[config.mk]
export PLATFORM = sky130hd
export DESIGN_NAME = periph_clock_select_frac_gen
export DESIGN_NICKNAME = d
export VERILOG_FILES = /design/src/core/periph_clock_select_frac_gen.v
export VERILOG_INCLUDE_DIRS = /design/src /design/src/inc
export SDC_FILE = /design/constraint.sdc
export NUM_CORES = 1
export LEC_CHECK = 0
export BUFFER_PORTS_ARGS = -buffer_cell sky130_fd_sc_hd__buf_2
export CAP_MARGIN = 20
export CORE_ASPECT_RATIO = 2
export CORE_MARGIN = 10
export CORE_UTILIZATION = 57
export DETAILED_ROUTE_END_ITERATION = 8
export GPL_ROUTABILITY_DRIVEN = 0
export GPL_TIMING_DRIVEN = 0
export PLACE_DENSITY = 0.86
export SYNTH_ARGS = -nofsm -noshare
export SYNTH_HDL_FRONTEND = slang
export SYNTH_SLANG_ARGS = --single-unit
export TNS_END_PERCENT = 30
[constraint.sdc]
create_clock -name clock -period 4.2 [get_ports clock]
set_clock_uncertainty 0.2 [all_clocks]
set_input_delay 0.84 -clock clock [delete_from_list [all_inputs] [get_ports clock]]
set_output_delay 0.84 -clock clock [all_outputs]
set_load 0.01 [all_outputs]
[src/inc/clock_select_regs.vh]
// Purpose: Register map, field codes and reset values of the clock select block
// Assumes: AXI4-Lite byte addresses, one aligned 32-bit word per register
// Notes: Definitions only
`ifndef CLOCK_SELECT_REGS_VH
`define CLOCK_SELECT_REGS_VH

// ************************************************************
// Register byte addresses
// ************************************************************
`define ADDR_PERIPHERAL_RESET_CTRL_B 32'h4004_808c
`define ADDR_UART_A_CLOCK_SOURCE 32'h4004_8090
`define ADDR_UART_B_CLOCK_SOURCE 32'h4004_8094
`define ADDR_I2C_CLOCK_SOURCE 32'h4004_80a4
`define ADDR_SPI_CLOCK_SOURCE 32'h4004_80b4
`define ADDR_FRAC_GEN_DENOMINATOR 32'h4004_80d0
`define ADDR_FRAC_GEN_NUMERATOR 32'h4004_80d4
`define ADDR_FRAC_GEN_SOURCE 32'h4004_80d8
`define ADDR_CLOCK_OUTPUT_SOURCE 32'h4004_80f0

// ************************************************************
// Fields and reset values
// ************************************************************
`define FRAC_GEN_RESET_BIT 3
`define RESET_CTRL_B_RESERVED 32'hffff_fff7
`define FUNC_SEL_RESET 3'h7
`define FRAC_SRC_RESET 2'h0
`define CLOCK_OUT_SEL_RESET 3'h0
`define FRAC_FIELD_RESET 8'h00

// ************************************************************
// Source codes
// ************************************************************
`define FUNC_SEL_FAST_OSC 3'h0
`define FUNC_SEL_MAIN 3'h1
`define FUNC_SEL_FRAC 3'h2
`define FUNC_SEL_FAST_HALVED 3'h4
`define FRAC_SRC_FAST_OSC 2'h0
`define FRAC_SRC_MAIN 2'h1
`define CLOCK_OUT_SEL_FAST_OSC 3'h0
`define CLOCK_OUT_SEL_MAIN 3'h1
`define CLOCK_OUT_SEL_EXTERNAL 3'h3
`define CLOCK_OUT_SEL_LOW_POWER 3'h4

// ************************************************************
// Bus responses
// ************************************************************
`define RESP_OKAY 2'h0
`define RESP_SLVERR 2'h2

`endif

[src/core/periph_clock_select_frac_gen.v]
// Purpose: Peripheral function clock selectors, fractional rate generator, clock output select
// Assumes: Source clock levels are sampled as synchronous inputs of clock
// Notes: Every clock output is registered from the selected source level
//
// The AXI4-Lite slave port was decided locally.
`timescale 1ns/1ns
`default_nettype none
`include "clock_select_regs.vh"

// Function
// Assigned reset bits hold peripheral in reset at 0, release at 1.
// Bit 3 drives the active-low fractional generator reset, resets to 1.
// Separate selectors for first UART, second UART, I2C and SPI.
// Codes 0 fast, 1 main, 2 fractional, 4 halved; others none; reset 7.
// Fractional output equals source divided by one plus numerator over denominator.
// Denominator is divider field plus one; field resets to zero.
// Software must program divider 0xFF for denominator 256.
// Numerator field used directly, resets zero, source passes undivided.
// Fractional source code 0 fast, 1 main, 2 and 3 none; reset 0.
// Clock output codes 0 fast, 1 main, 3 external, 4 low power; reset 0.
// No-clock or reserved codes hold the output static low.
module periph_clock_select_frac_gen
(
  // Clock and reset
  input wire clock,
  input wire rst,
  // AXI4-Lite write address
  input wire awvalid,
  output reg awready,
  input wire [31:0] awaddr,
  input wire [2:0] awprot,
  // AXI4-Lite write data
  input wire wvalid,
  output reg wready,
  input wire [31:0] wdata,
  input wire [3:0] wstrb,
  // AXI4-Lite write response
  output reg bvalid,
  input wire bready,
  output reg [1:0] bresp,
  // AXI4-Lite read address
  input wire arvalid,
  output reg arready,
  input wire [31:0] araddr,
  input wire [2:0] arprot,
  // AXI4-Lite read data
  output reg rvalid,
  input wire rready,
  output reg [31:0] rdata,
  output reg [1:0] rresp,
  // Source clocks
  input wire internalFastOsc,
  input wire internalFastOscHalved,
  input wire mainClock,
  input wire externalClock,
  input wire lowPowerOsc,
  // Generated clocks and resets
  output reg fracGenResetN,
  output reg fracRateGen,
  output wire uartAClock,
  output wire uartBClock,
  output wire i2cClock,
  output wire spiClock,
  output reg clockOutputPin
);

  // ************************************************************
  // Register state
  // ************************************************************
  reg [2:0] funcSel [0:3];
  reg [7:0] fracDenominatorField;
  reg [7:0] fracNumerator;
  reg [1:0] fracSource;
  reg [2:0] clockOutputSel;
  reg [3:0] functionClockMux;

  reg awHeld;
  reg wHeld;
  reg [31:0] writeAddr;
  reg [31:0] writeData;
  reg writeLane0;

  function addrMapped;
    input [31:0] addr;
    begin
      case (addr)
        `ADDR_PERIPHERAL_RESET_CTRL_B, `ADDR_UART_A_CLOCK_SOURCE,
        `ADDR_UART_B_CLOCK_SOURCE, `ADDR_I2C_CLOCK_SOURCE,
        `ADDR_SPI_CLOCK_SOURCE, `ADDR_FRAC_GEN_DENOMINATOR,
        `ADDR_FRAC_GEN_NUMERATOR, `ADDR_FRAC_GEN_SOURCE,
        `ADDR_CLOCK_OUTPUT_SOURCE: addrMapped = 1'b1;
        default: addrMapped = 1'b0;
      endcase
    end
  endfunction

  reg [31:0] readValue;
  always @*
  begin
    case (araddr)
      `ADDR_PERIPHERAL_RESET_CTRL_B:
        readValue = `RESET_CTRL_B_RESERVED | {28'h000_0000, fracGenResetN, 3'h0};
      `ADDR_UART_A_CLOCK_SOURCE: readValue = {29'h0000_0000, funcSel[0]};
      `ADDR_UART_B_CLOCK_SOURCE: readValue = {29'h0000_0000, funcSel[1]};
      `ADDR_I2C_CLOCK_SOURCE: readValue = {29'h0000_0000, funcSel[2]};
      `ADDR_SPI_CLOCK_SOURCE: readValue = {29'h0000_0000, funcSel[3]};
      `ADDR_FRAC_GEN_DENOMINATOR: readValue = {24'h00_0000, fracDenominatorField};
      `ADDR_FRAC_GEN_NUMERATOR: readValue = {24'h00_0000, fracNumerator};
      `ADDR_FRAC_GEN_SOURCE: readValue = {30'h0000_0000, fracSource};
      `ADDR_CLOCK_OUTPUT_SOURCE: readValue = {29'h0000_0000, clockOutputSel};
      default: readValue = 32'h0000_0000;
    endcase
  end

  // ************************************************************
  // AXI4-Lite slave
  // ************************************************************
  // One write and one read at a time; unmapped addresses answer SLVERR
  always @(posedge clock)
  begin
    if (rst)
    begin
      awready <= 1'b1;
      wready <= 1'b1;
      bvalid <= 1'b0;
      bresp <= `RESP_OKAY;
      arready <= 1'b1;
      rvalid <= 1'b0;
      rdata <= 32'h0000_0000;
      rresp <= `RESP_OKAY;
      awHeld <= 1'b0;
      wHeld <= 1'b0;
      writeAddr <= 32'h0000_0000;
      writeData <= 32'h0000_0000;
      writeLane0 <= 1'b0;
      fracGenResetN <= 1'b1;
      funcSel[0] <= `FUNC_SEL_RESET;
      funcSel[1] <= `FUNC_SEL_RESET;
      funcSel[2] <= `FUNC_SEL_RESET;
      funcSel[3] <= `FUNC_SEL_RESET;
      fracDenominatorField <= `FRAC_FIELD_RESET;
      fracNumerator <= `FRAC_FIELD_RESET;
      fracSource <= `FRAC_SRC_RESET;
      clockOutputSel <= `CLOCK_OUT_SEL_RESET;
    end
    else
    begin
      if (awvalid && awready)
      begin
        writeAddr <= awaddr;
        awHeld <= 1'b1;
        awready <= 1'b0;
      end
      if (wvalid && wready)
      begin
        writeData <= wdata;
        writeLane0 <= wstrb[0];
        wHeld <= 1'b1;
        wready <= 1'b0;
      end
      if (awHeld && wHeld && !bvalid)
      begin
        awHeld <= 1'b0;
        wHeld <= 1'b0;
        bvalid <= 1'b1;
        bresp <= addrMapped(writeAddr) ? `RESP_OKAY : `RESP_SLVERR;
        if (writeLane0)
        begin
          case (writeAddr)
            `ADDR_PERIPHERAL_RESET_CTRL_B:
              fracGenResetN <= writeData[`FRAC_GEN_RESET_BIT];
            `ADDR_UART_A_CLOCK_SOURCE: funcSel[0] <= writeData[2:0];
            `ADDR_UART_B_CLOCK_SOURCE: funcSel[1] <= writeData[2:0];
            `ADDR_I2C_CLOCK_SOURCE: funcSel[2] <= writeData[2:0];
            `ADDR_SPI_CLOCK_SOURCE: funcSel[3] <= writeData[2:0];
            `ADDR_FRAC_GEN_DENOMINATOR: fracDenominatorField <= writeData[7:0];
            `ADDR_FRAC_GEN_NUMERATOR: fracNumerator <= writeData[7:0];
            `ADDR_FRAC_GEN_SOURCE: fracSource <= writeData[1:0];
            `ADDR_CLOCK_OUTPUT_SOURCE: clockOutputSel <= writeData[2:0];
            default: clockOutputSel <= clockOutputSel;
          endcase
        end
      end
      if (bvalid && bready)
      begin
        bvalid <= 1'b0;
        awready <= 1'b1;
        wready <= 1'b1;
      end
      if (arvalid && arready)
      begin
        rdata <= readValue;
        rresp <= addrMapped(araddr) ? `RESP_OKAY : `RESP_SLVERR;
        rvalid <= 1'b1;
        arready <= 1'b0;
      end
      if (rvalid && rready)
      begin
        rvalid <= 1'b0;
        arready <= 1'b1;
      end
    end
  end

  // ************************************************************
  // Fractional rate generator
  // ************************************************************
  // Each source rising edge is passed or swallowed; a passed edge adds the
  // numerator to the credit, a swallowed one removes the denominator, so
  // D of every D+M source periods reach the output.
  reg fracSrcLevel;
  reg fracSrcPrev;
  reg passGate;
  reg [9:0] credit;
  wire [9:0] denominator = {2'b00, fracDenominatorField} + 10'h001;
  wire srcRise = fracSrcLevel & ~fracSrcPrev;
  wire passNow = credit < denominator;

  always @*
  begin
    case (fracSource)
      `FRAC_SRC_FAST_OSC: fracSrcLevel = internalFastOsc;
      `FRAC_SRC_MAIN: fracSrcLevel = mainClock;
      default: fracSrcLevel = 1'b0;
    endcase
  end

  always @(posedge clock)
  begin
    if (rst || !fracGenResetN)
    begin
      fracSrcPrev <= 1'b0;
      passGate <= 1'b0;
      credit <= 10'h000;
      fracRateGen <= 1'b0;
    end
    else
    begin
      fracSrcPrev <= fracSrcLevel;
      if (srcRise)
      begin
        passGate <= passNow;
        if (passNow)
          credit <= credit + {2'b00, fracNumerator};
        else
          credit <= credit - denominator;
      end
      fracRateGen <= fracSrcLevel & (srcRise ? passNow : passGate);
    end
  end

  // ************************************************************
  // Function clock multiplexers
  // ************************************************************
  // Selector changes are not glitch protected: a short pulse may show at
  // the switch, so change a selector only while its peripheral idles.
  genvar i;
  generate
    for (i = 0; i < 4; i = i + 1)
    begin : gen_func
      always @(posedge clock)
      begin
        if (rst)
          functionClockMux[i] <= 1'b0;
        else
        begin
          case (funcSel[i])
            `FUNC_SEL_FAST_OSC: functionClockMux[i] <= internalFastOsc;
            `FUNC_SEL_MAIN: functionClockMux[i] <= mainClock;
            `FUNC_SEL_FRAC: functionClockMux[i] <= fracRateGen;
            `FUNC_SEL_FAST_HALVED: functionClockMux[i] <= internalFastOscHalved;
            default: functionClockMux[i] <= 1'b0;
          endcase
        end
      end
    end
  endgenerate

  assign uartAClock = functionClockMux[0];
  assign uartBClock = functionClockMux[1];
  assign i2cClock = functionClockMux[2];
  assign spiClock = functionClockMux[3];

  // ************************************************************
  // Clock output pin multiplexer
  // ************************************************************
  always @(posedge clock)
  begin
    if (rst)
      clockOutputPin <= 1'b0;
    else
    begin
      case (clockOutputSel)
        `CLOCK_OUT_SEL_FAST_OSC: clockOutputPin <= internalFastOsc;
        `CLOCK_OUT_SEL_MAIN: clockOutputPin <= mainClock;
        `CLOCK_OUT_SEL_EXTERNAL: clockOutputPin <= externalClock;
        `CLOCK_OUT_SEL_LOW_POWER: clockOutputPin <= lowPowerOsc;
        default: clockOutputPin <= 1'b0;
      endcase
    end
  end

endmodule
`default_nettype wire

==> impl_metrics.prom <==
# TYPE chip_impl_metric gauge
chip_impl_info{name="run_status",value="finished clean"} 1
chip_impl_info{name="post_synth_main_area_contributors",value="sky130_fd_sc_hd__dfxtp_1 (34%), sky130_fd_sc_hd__nand2_1 (7.0%), sky130_fd_sc_hd__a21oi_1 (6.7%), sky130_fd_sc_hd__edfxtp_1 (6.1%), sky130_fd_sc_hd__mux2i_1 (5.6%)"} 1
chip_impl_metric{name="post_cts.repair.setup_buffers",unit=""} 0
chip_impl_metric{name="fin_crit",unit="ps"} 3236
chip_impl_metric{name="mappedNetlistArea",unit="um^2"} 5897
chip_impl_metric{name="total_inserted_antenna_cells",unit=""} 0
chip_impl_metric{name="dpl.hpwl",unit="mm"} 13.58
chip_impl_metric{name="cts_buffer_depth",unit=""} 2
chip_impl_metric{name="syn-mean-instance-area",unit="um^2"} 8.341
chip_impl_metric{name="fillCellCount",unit=""} 819
chip_impl_metric{name="p_leak",unit="uW"} 0.002976
chip_impl_metric{name="synth_edf_count",unit=""} 12
chip_impl_metric{name="syn-instance-count",unit=""} 707
chip_impl_metric{name="grt_max_degree",unit=""} 26
chip_impl_metric{name="worst_skew_pair.late_latency",unit="ps"} 350
chip_impl_metric{name="worst_hold_path.num_cells",unit=""} 2
chip_impl_metric{name="critical_path_arrival",unit="ps"} 3320
chip_impl_info{name="tritoncts",value="built"} 1
chip_impl_metric{name="drt-pass1-iter-count",unit=""} 6
chip_impl_info{name="top_layer_used",value="met4"} 1
chip_impl_metric{name="final.hold.worst_slack",unit="ps"} 247.3
chip_impl_metric{name="floorplan.die.width",unit="um"} 91.92
chip_impl_metric{name="max-cap-violations",unit=""} 0
chip_impl_metric{name="synth.yosys.seq_area_share",unit="%"} 39.72
chip_impl_metric{name="number_of_port_buffers",unit=""} 129
chip_impl_metric{name="timing.reg2reg.worst_path_depth",unit=""} 11
chip_impl_info{name="capture_point_of_the_worst_reg_to_reg_path",value="credit[6]"} 1
chip_impl_metric{name="vias",unit=""} 5682
chip_impl_metric{name="sequential_cell_area",unit="um^2"} 2342
chip_impl_metric{name="tns",unit="ps"} 0
chip_impl_metric{name="setup_viol_count_final",unit=""} 0
chip_impl_metric{name="wl_per_cell",unit="um"} 17.07
chip_impl_metric{name="boundaryPins",unit=""} 166
chip_impl_metric{name="cts-buffers-inserted",unit=""} 9
chip_impl_metric{name="layout-drive-gt1-share",unit="%"} 23.45
chip_impl_info{name="synthFlopType",value="sky130_fd_sc_hd__dfxtp_1"} 1
chip_impl_metric{name="peakVddDrop",unit="mV"} 0.2895
chip_impl_metric{name="cp_slowest_stage_delay",unit="ps"} 460
chip_impl_metric{name="grt_pass1_vias",unit=""} 5845
chip_impl_info{name="cts_root_buf",value="sky130_fd_sc_hd__clkbuf_16"} 1
chip_impl_metric{name="final_layout_net_count",unit=""} 986
chip_impl_metric{name="crit_required",unit="ps"} 4280
chip_impl_metric{name="final_number_of_hold_violating_endpoints",unit=""} 0
chip_impl_info{name="timing.critical_path.cells",value="ha_1 > nand3_1 > xor2_1 > ha_1 > and2_1 > o21ai_0 > o211ai_1 > a31o_2 > buf_4 > nand3b_1 > a31oi_1"} 1
chip_impl_metric{name="met3RoutedLength",unit="mm"} 1.155
chip_impl_metric{name="worstPathMaxFanout",unit=""} 10
chip_impl_metric{name="cts_resized",unit=""} 0
chip_impl_metric{name="grt_overflow",unit=""} 0
chip_impl_metric{name="async_s_r_ff_share_synth",unit="%"} 0
chip_impl_info{name="worst_setup_path_start_kind",value="register"} 1
chip_impl_metric{name="cts.sink_count",unit=""} 111
chip_impl_info{name="synth.largest_area_cell",value="sky130_fd_sc_hd__dfxtp_1"} 1
chip_impl_metric{name="slew_headroom",unit="%"} 53.53
chip_impl_metric{name="core_rows",unit=""} 52
chip_impl_metric{name="clock_h_tree_levels",unit=""} 3
chip_impl_metric{name="first_iter_violations",unit=""} 344
chip_impl_metric{name="drv_slew",unit=""} 0
chip_impl_metric{name="initial_core_util",unit="%"} 58.10
chip_impl_metric{name="met2WireLength",unit="mm"} 9.219
chip_impl_metric{name="placeableCoreArea",unit="um^2"} 10150
chip_impl_metric{name="final.period_utilization",unit="%"} 77.04
chip_impl_info{name="crit_path_end_kind",value="register"} 1
chip_impl_info{name="unrepaired_setup_endpoints_after_global_routing",value="no"} 1
chip_impl_info{name="cpMaxStageDelayCell",value="sky130_fd_sc_hd__dfxtp_1"} 1
chip_impl_metric{name="yosysWarnings",unit=""} 0
chip_impl_metric{name="post-route-drc-count",unit=""} 0
chip_impl_metric{name="synth.ff_latch_count",unit=""} 111
chip_impl_info{name="timing.hold.worst_endpoint",value="rdata[4]"} 1
chip_impl_metric{name="synth.lib_cells_used.distinct",unit=""} 69
chip_impl_metric{name="powerDensity",unit="nW/um^2"} 350.2
chip_impl_metric{name="achievable-frequency",unit="GHz"} 0.3090
chip_impl_metric{name="synthDominantCellAreaShare",unit="%"} 33.61
chip_impl_info{name="post-synth-top-count-cell",value="sky130_fd_sc_hd__nand2_1"} 1
chip_impl_metric{name="multi_input_comb_area",unit="um^2"} 3158
chip_impl_metric{name="die_h",unit="um"} 163.8
chip_impl_metric{name="ctsHoldBuffers",unit=""} 0
chip_impl_info{name="synth_top_cells_by_count",value="sky130_fd_sc_hd__nand2_1 (110), sky130_fd_sc_hd__dfxtp_1 (99), sky130_fd_sc_hd__a21oi_1 (79)"} 1
chip_impl_metric{name="grt_util_all_layers",unit="%"} 21.45
chip_impl_metric{name="antenna_found_initial",unit=""} 0
chip_impl_metric{name="die_area",unit="um^2"} 15060
chip_impl_info{name="timing.setup.critical_path_class",value="reg2reg"} 1
chip_impl_metric{name="worst_setup_hold_path_clk_slew",unit="ps"} 70
chip_impl_metric{name="detail-route-antenna-nets",unit=""} 0
chip_impl_metric{name="layout-area-overhead-vs-synth",unit="%"} 18.50
chip_impl_metric{name="r2r_setup_slack",unit="ps"} 960
chip_impl_metric{name="max_slew.worst_pin.slew",unit="ps"} 696.0
chip_impl_info{name="holdCritStartpoint",value="rdata[4]"} 1
chip_impl_info{name="cp_common_cell",value="sky130_fd_sc_hd__ha_1"} 1
chip_impl_info{name="r2r_start",value="fracDenominatorField[0]"} 1
chip_impl_info{name="hold_crit_class",value="reg2reg"} 1
chip_impl_metric{name="grt_first_pass_wirelength",unit="mm"} 26.48
chip_impl_metric{name="routedLengthMet1",unit="mm"} 5.751
chip_impl_metric{name="totalWireLength",unit="mm"} 16.87
chip_impl_metric{name="vias_per_cell",unit=""} 5.751
[power breakdown]
part           switching (uW)  leakage, uW  total [uW]  internal, uW
Clock                     396     0.000135         803           407
Combinational             272      0.00195         480           208
Sequential               45.7     0.000891        1160          1120
Total                     713      0.00298        2450          1730
[critical path: cells and delay by family, from the launching register on]
family	cells	cell delay [ps]
AO/OA/AOI/OAI	4	1010
XOR/XNOR	1	250
adder cells (fa/ha/maj)	2	550
buffers and inverters	1	200
flip-flops	1	460
AND/OR/NAND/NOR	3	500
[kinds of logic after synthesis]
| logic type | after synthesis | synth area share (%) |
|---|---|---|
| AND/OR/NAND/NOR | 293 | 24.99 |
| AO/OA/AOI/OAI | 153 | 15.53 |
| flip-flops | 111 | 39.72 |
| buffers and inverters | 78 | 6.790 |
| multiplexers | 36 | 6.174 |
| adder cells (fa/ha/maj) | 20 | 4.498 |
| XOR/XNOR | 15 | 2.228 |
| other | 1 | 0.06359 |
[routing by layer]
layer	global-route usage (%)	vias up
li1	-	2736
met1	19.04	2630
met2	41.48	254
met3	5.898	62
met4	12.20	0
met5	0	-
[area by class of cell]
| type | instances | area share [%] |
|---|---|---|
| clock buffer | 10 | 3.277 |
| multi-input combinational | 519 | 45.19 |
| buffer | 53 | 4.387 |
| clock inverter | 6 | 0.6267 |
| timing repair buffer | 129 | 9.239 |
| tap | 135 | 2.417 |
| inverter | 25 | 1.343 |
| sequential | 111 | 33.52 |
[worst max path at each step]
stage / start / cells past startpoint / endpoint / slack, ps
6_report: fracDenominatorField[0] / 11 / credit[6] / 960
3_3_place_gp: fracDenominatorField[0] / 11 / credit[6] / 1210
5_1_grt: fracDenominatorField[0] / 11 / credit[6] / 800
4_1_cts: fracDenominatorField[0] / 11 / credit[6] / 1040
2_1_floorplan: fracDenominatorField[0] / 11 / credit[6] / 1560
3_5_place_dp: fracDenominatorField[0] / 11 / credit[6] / 1070
[cell usage in the layout (no fill, tap or decap), types with 22 or more instances in the layout]
| cell | n |
|---|---|
| sky130_fd_sc_hd__buf_2 | 130 |
| sky130_fd_sc_hd__nand2_1 | 110 |
| sky130_fd_sc_hd__dfxtp_1 | 99 |
| sky130_fd_sc_hd__a21oi_1 | 79 |
| sky130_fd_sc_hd__nor2_1 | 64 |
| sky130_fd_sc_hd__mux2i_1 | 33 |
| sky130_fd_sc_hd__buf_4 | 28 |
| sky130_fd_sc_hd__inv_1 | 25 |
| sky130_fd_sc_hd__nor3_1 | 23 |
| sky130_fd_sc_hd__clkbuf_1 | 22 |
[state kept, by name, indices dropped and copies added, names as in the netlist, 2 cells and up]
register	flops
fracDenominatorField	8
funcSel	12
clockOutputSel	3
fracNumerator	8
writeAddr	32
credit	10
rdata	9
writeData	8
fracSource	2
[stage by stage]
step / power, uW / worst slack, ps / cells / utilization, % / instance area (um^2)
2_1_floorplan: 1507 / 1558 / 708 / - / 5901
3_3_place_gp: 1627 / 1212 / 972 / 66.16 / 6715
3_5_place_dp: 1658 / 1065 / 972 / 66.16 / 6715
4_1_cts: 2446 / 1042 / 988 / 68.85 / 6988
5_1_grt: 2546 / 798.2 / 988 / 68.85 / 6988
6_report: 2447 / 964.2 / 988 / 68.85 / 6988
Power figures use the tool's default switching activity.
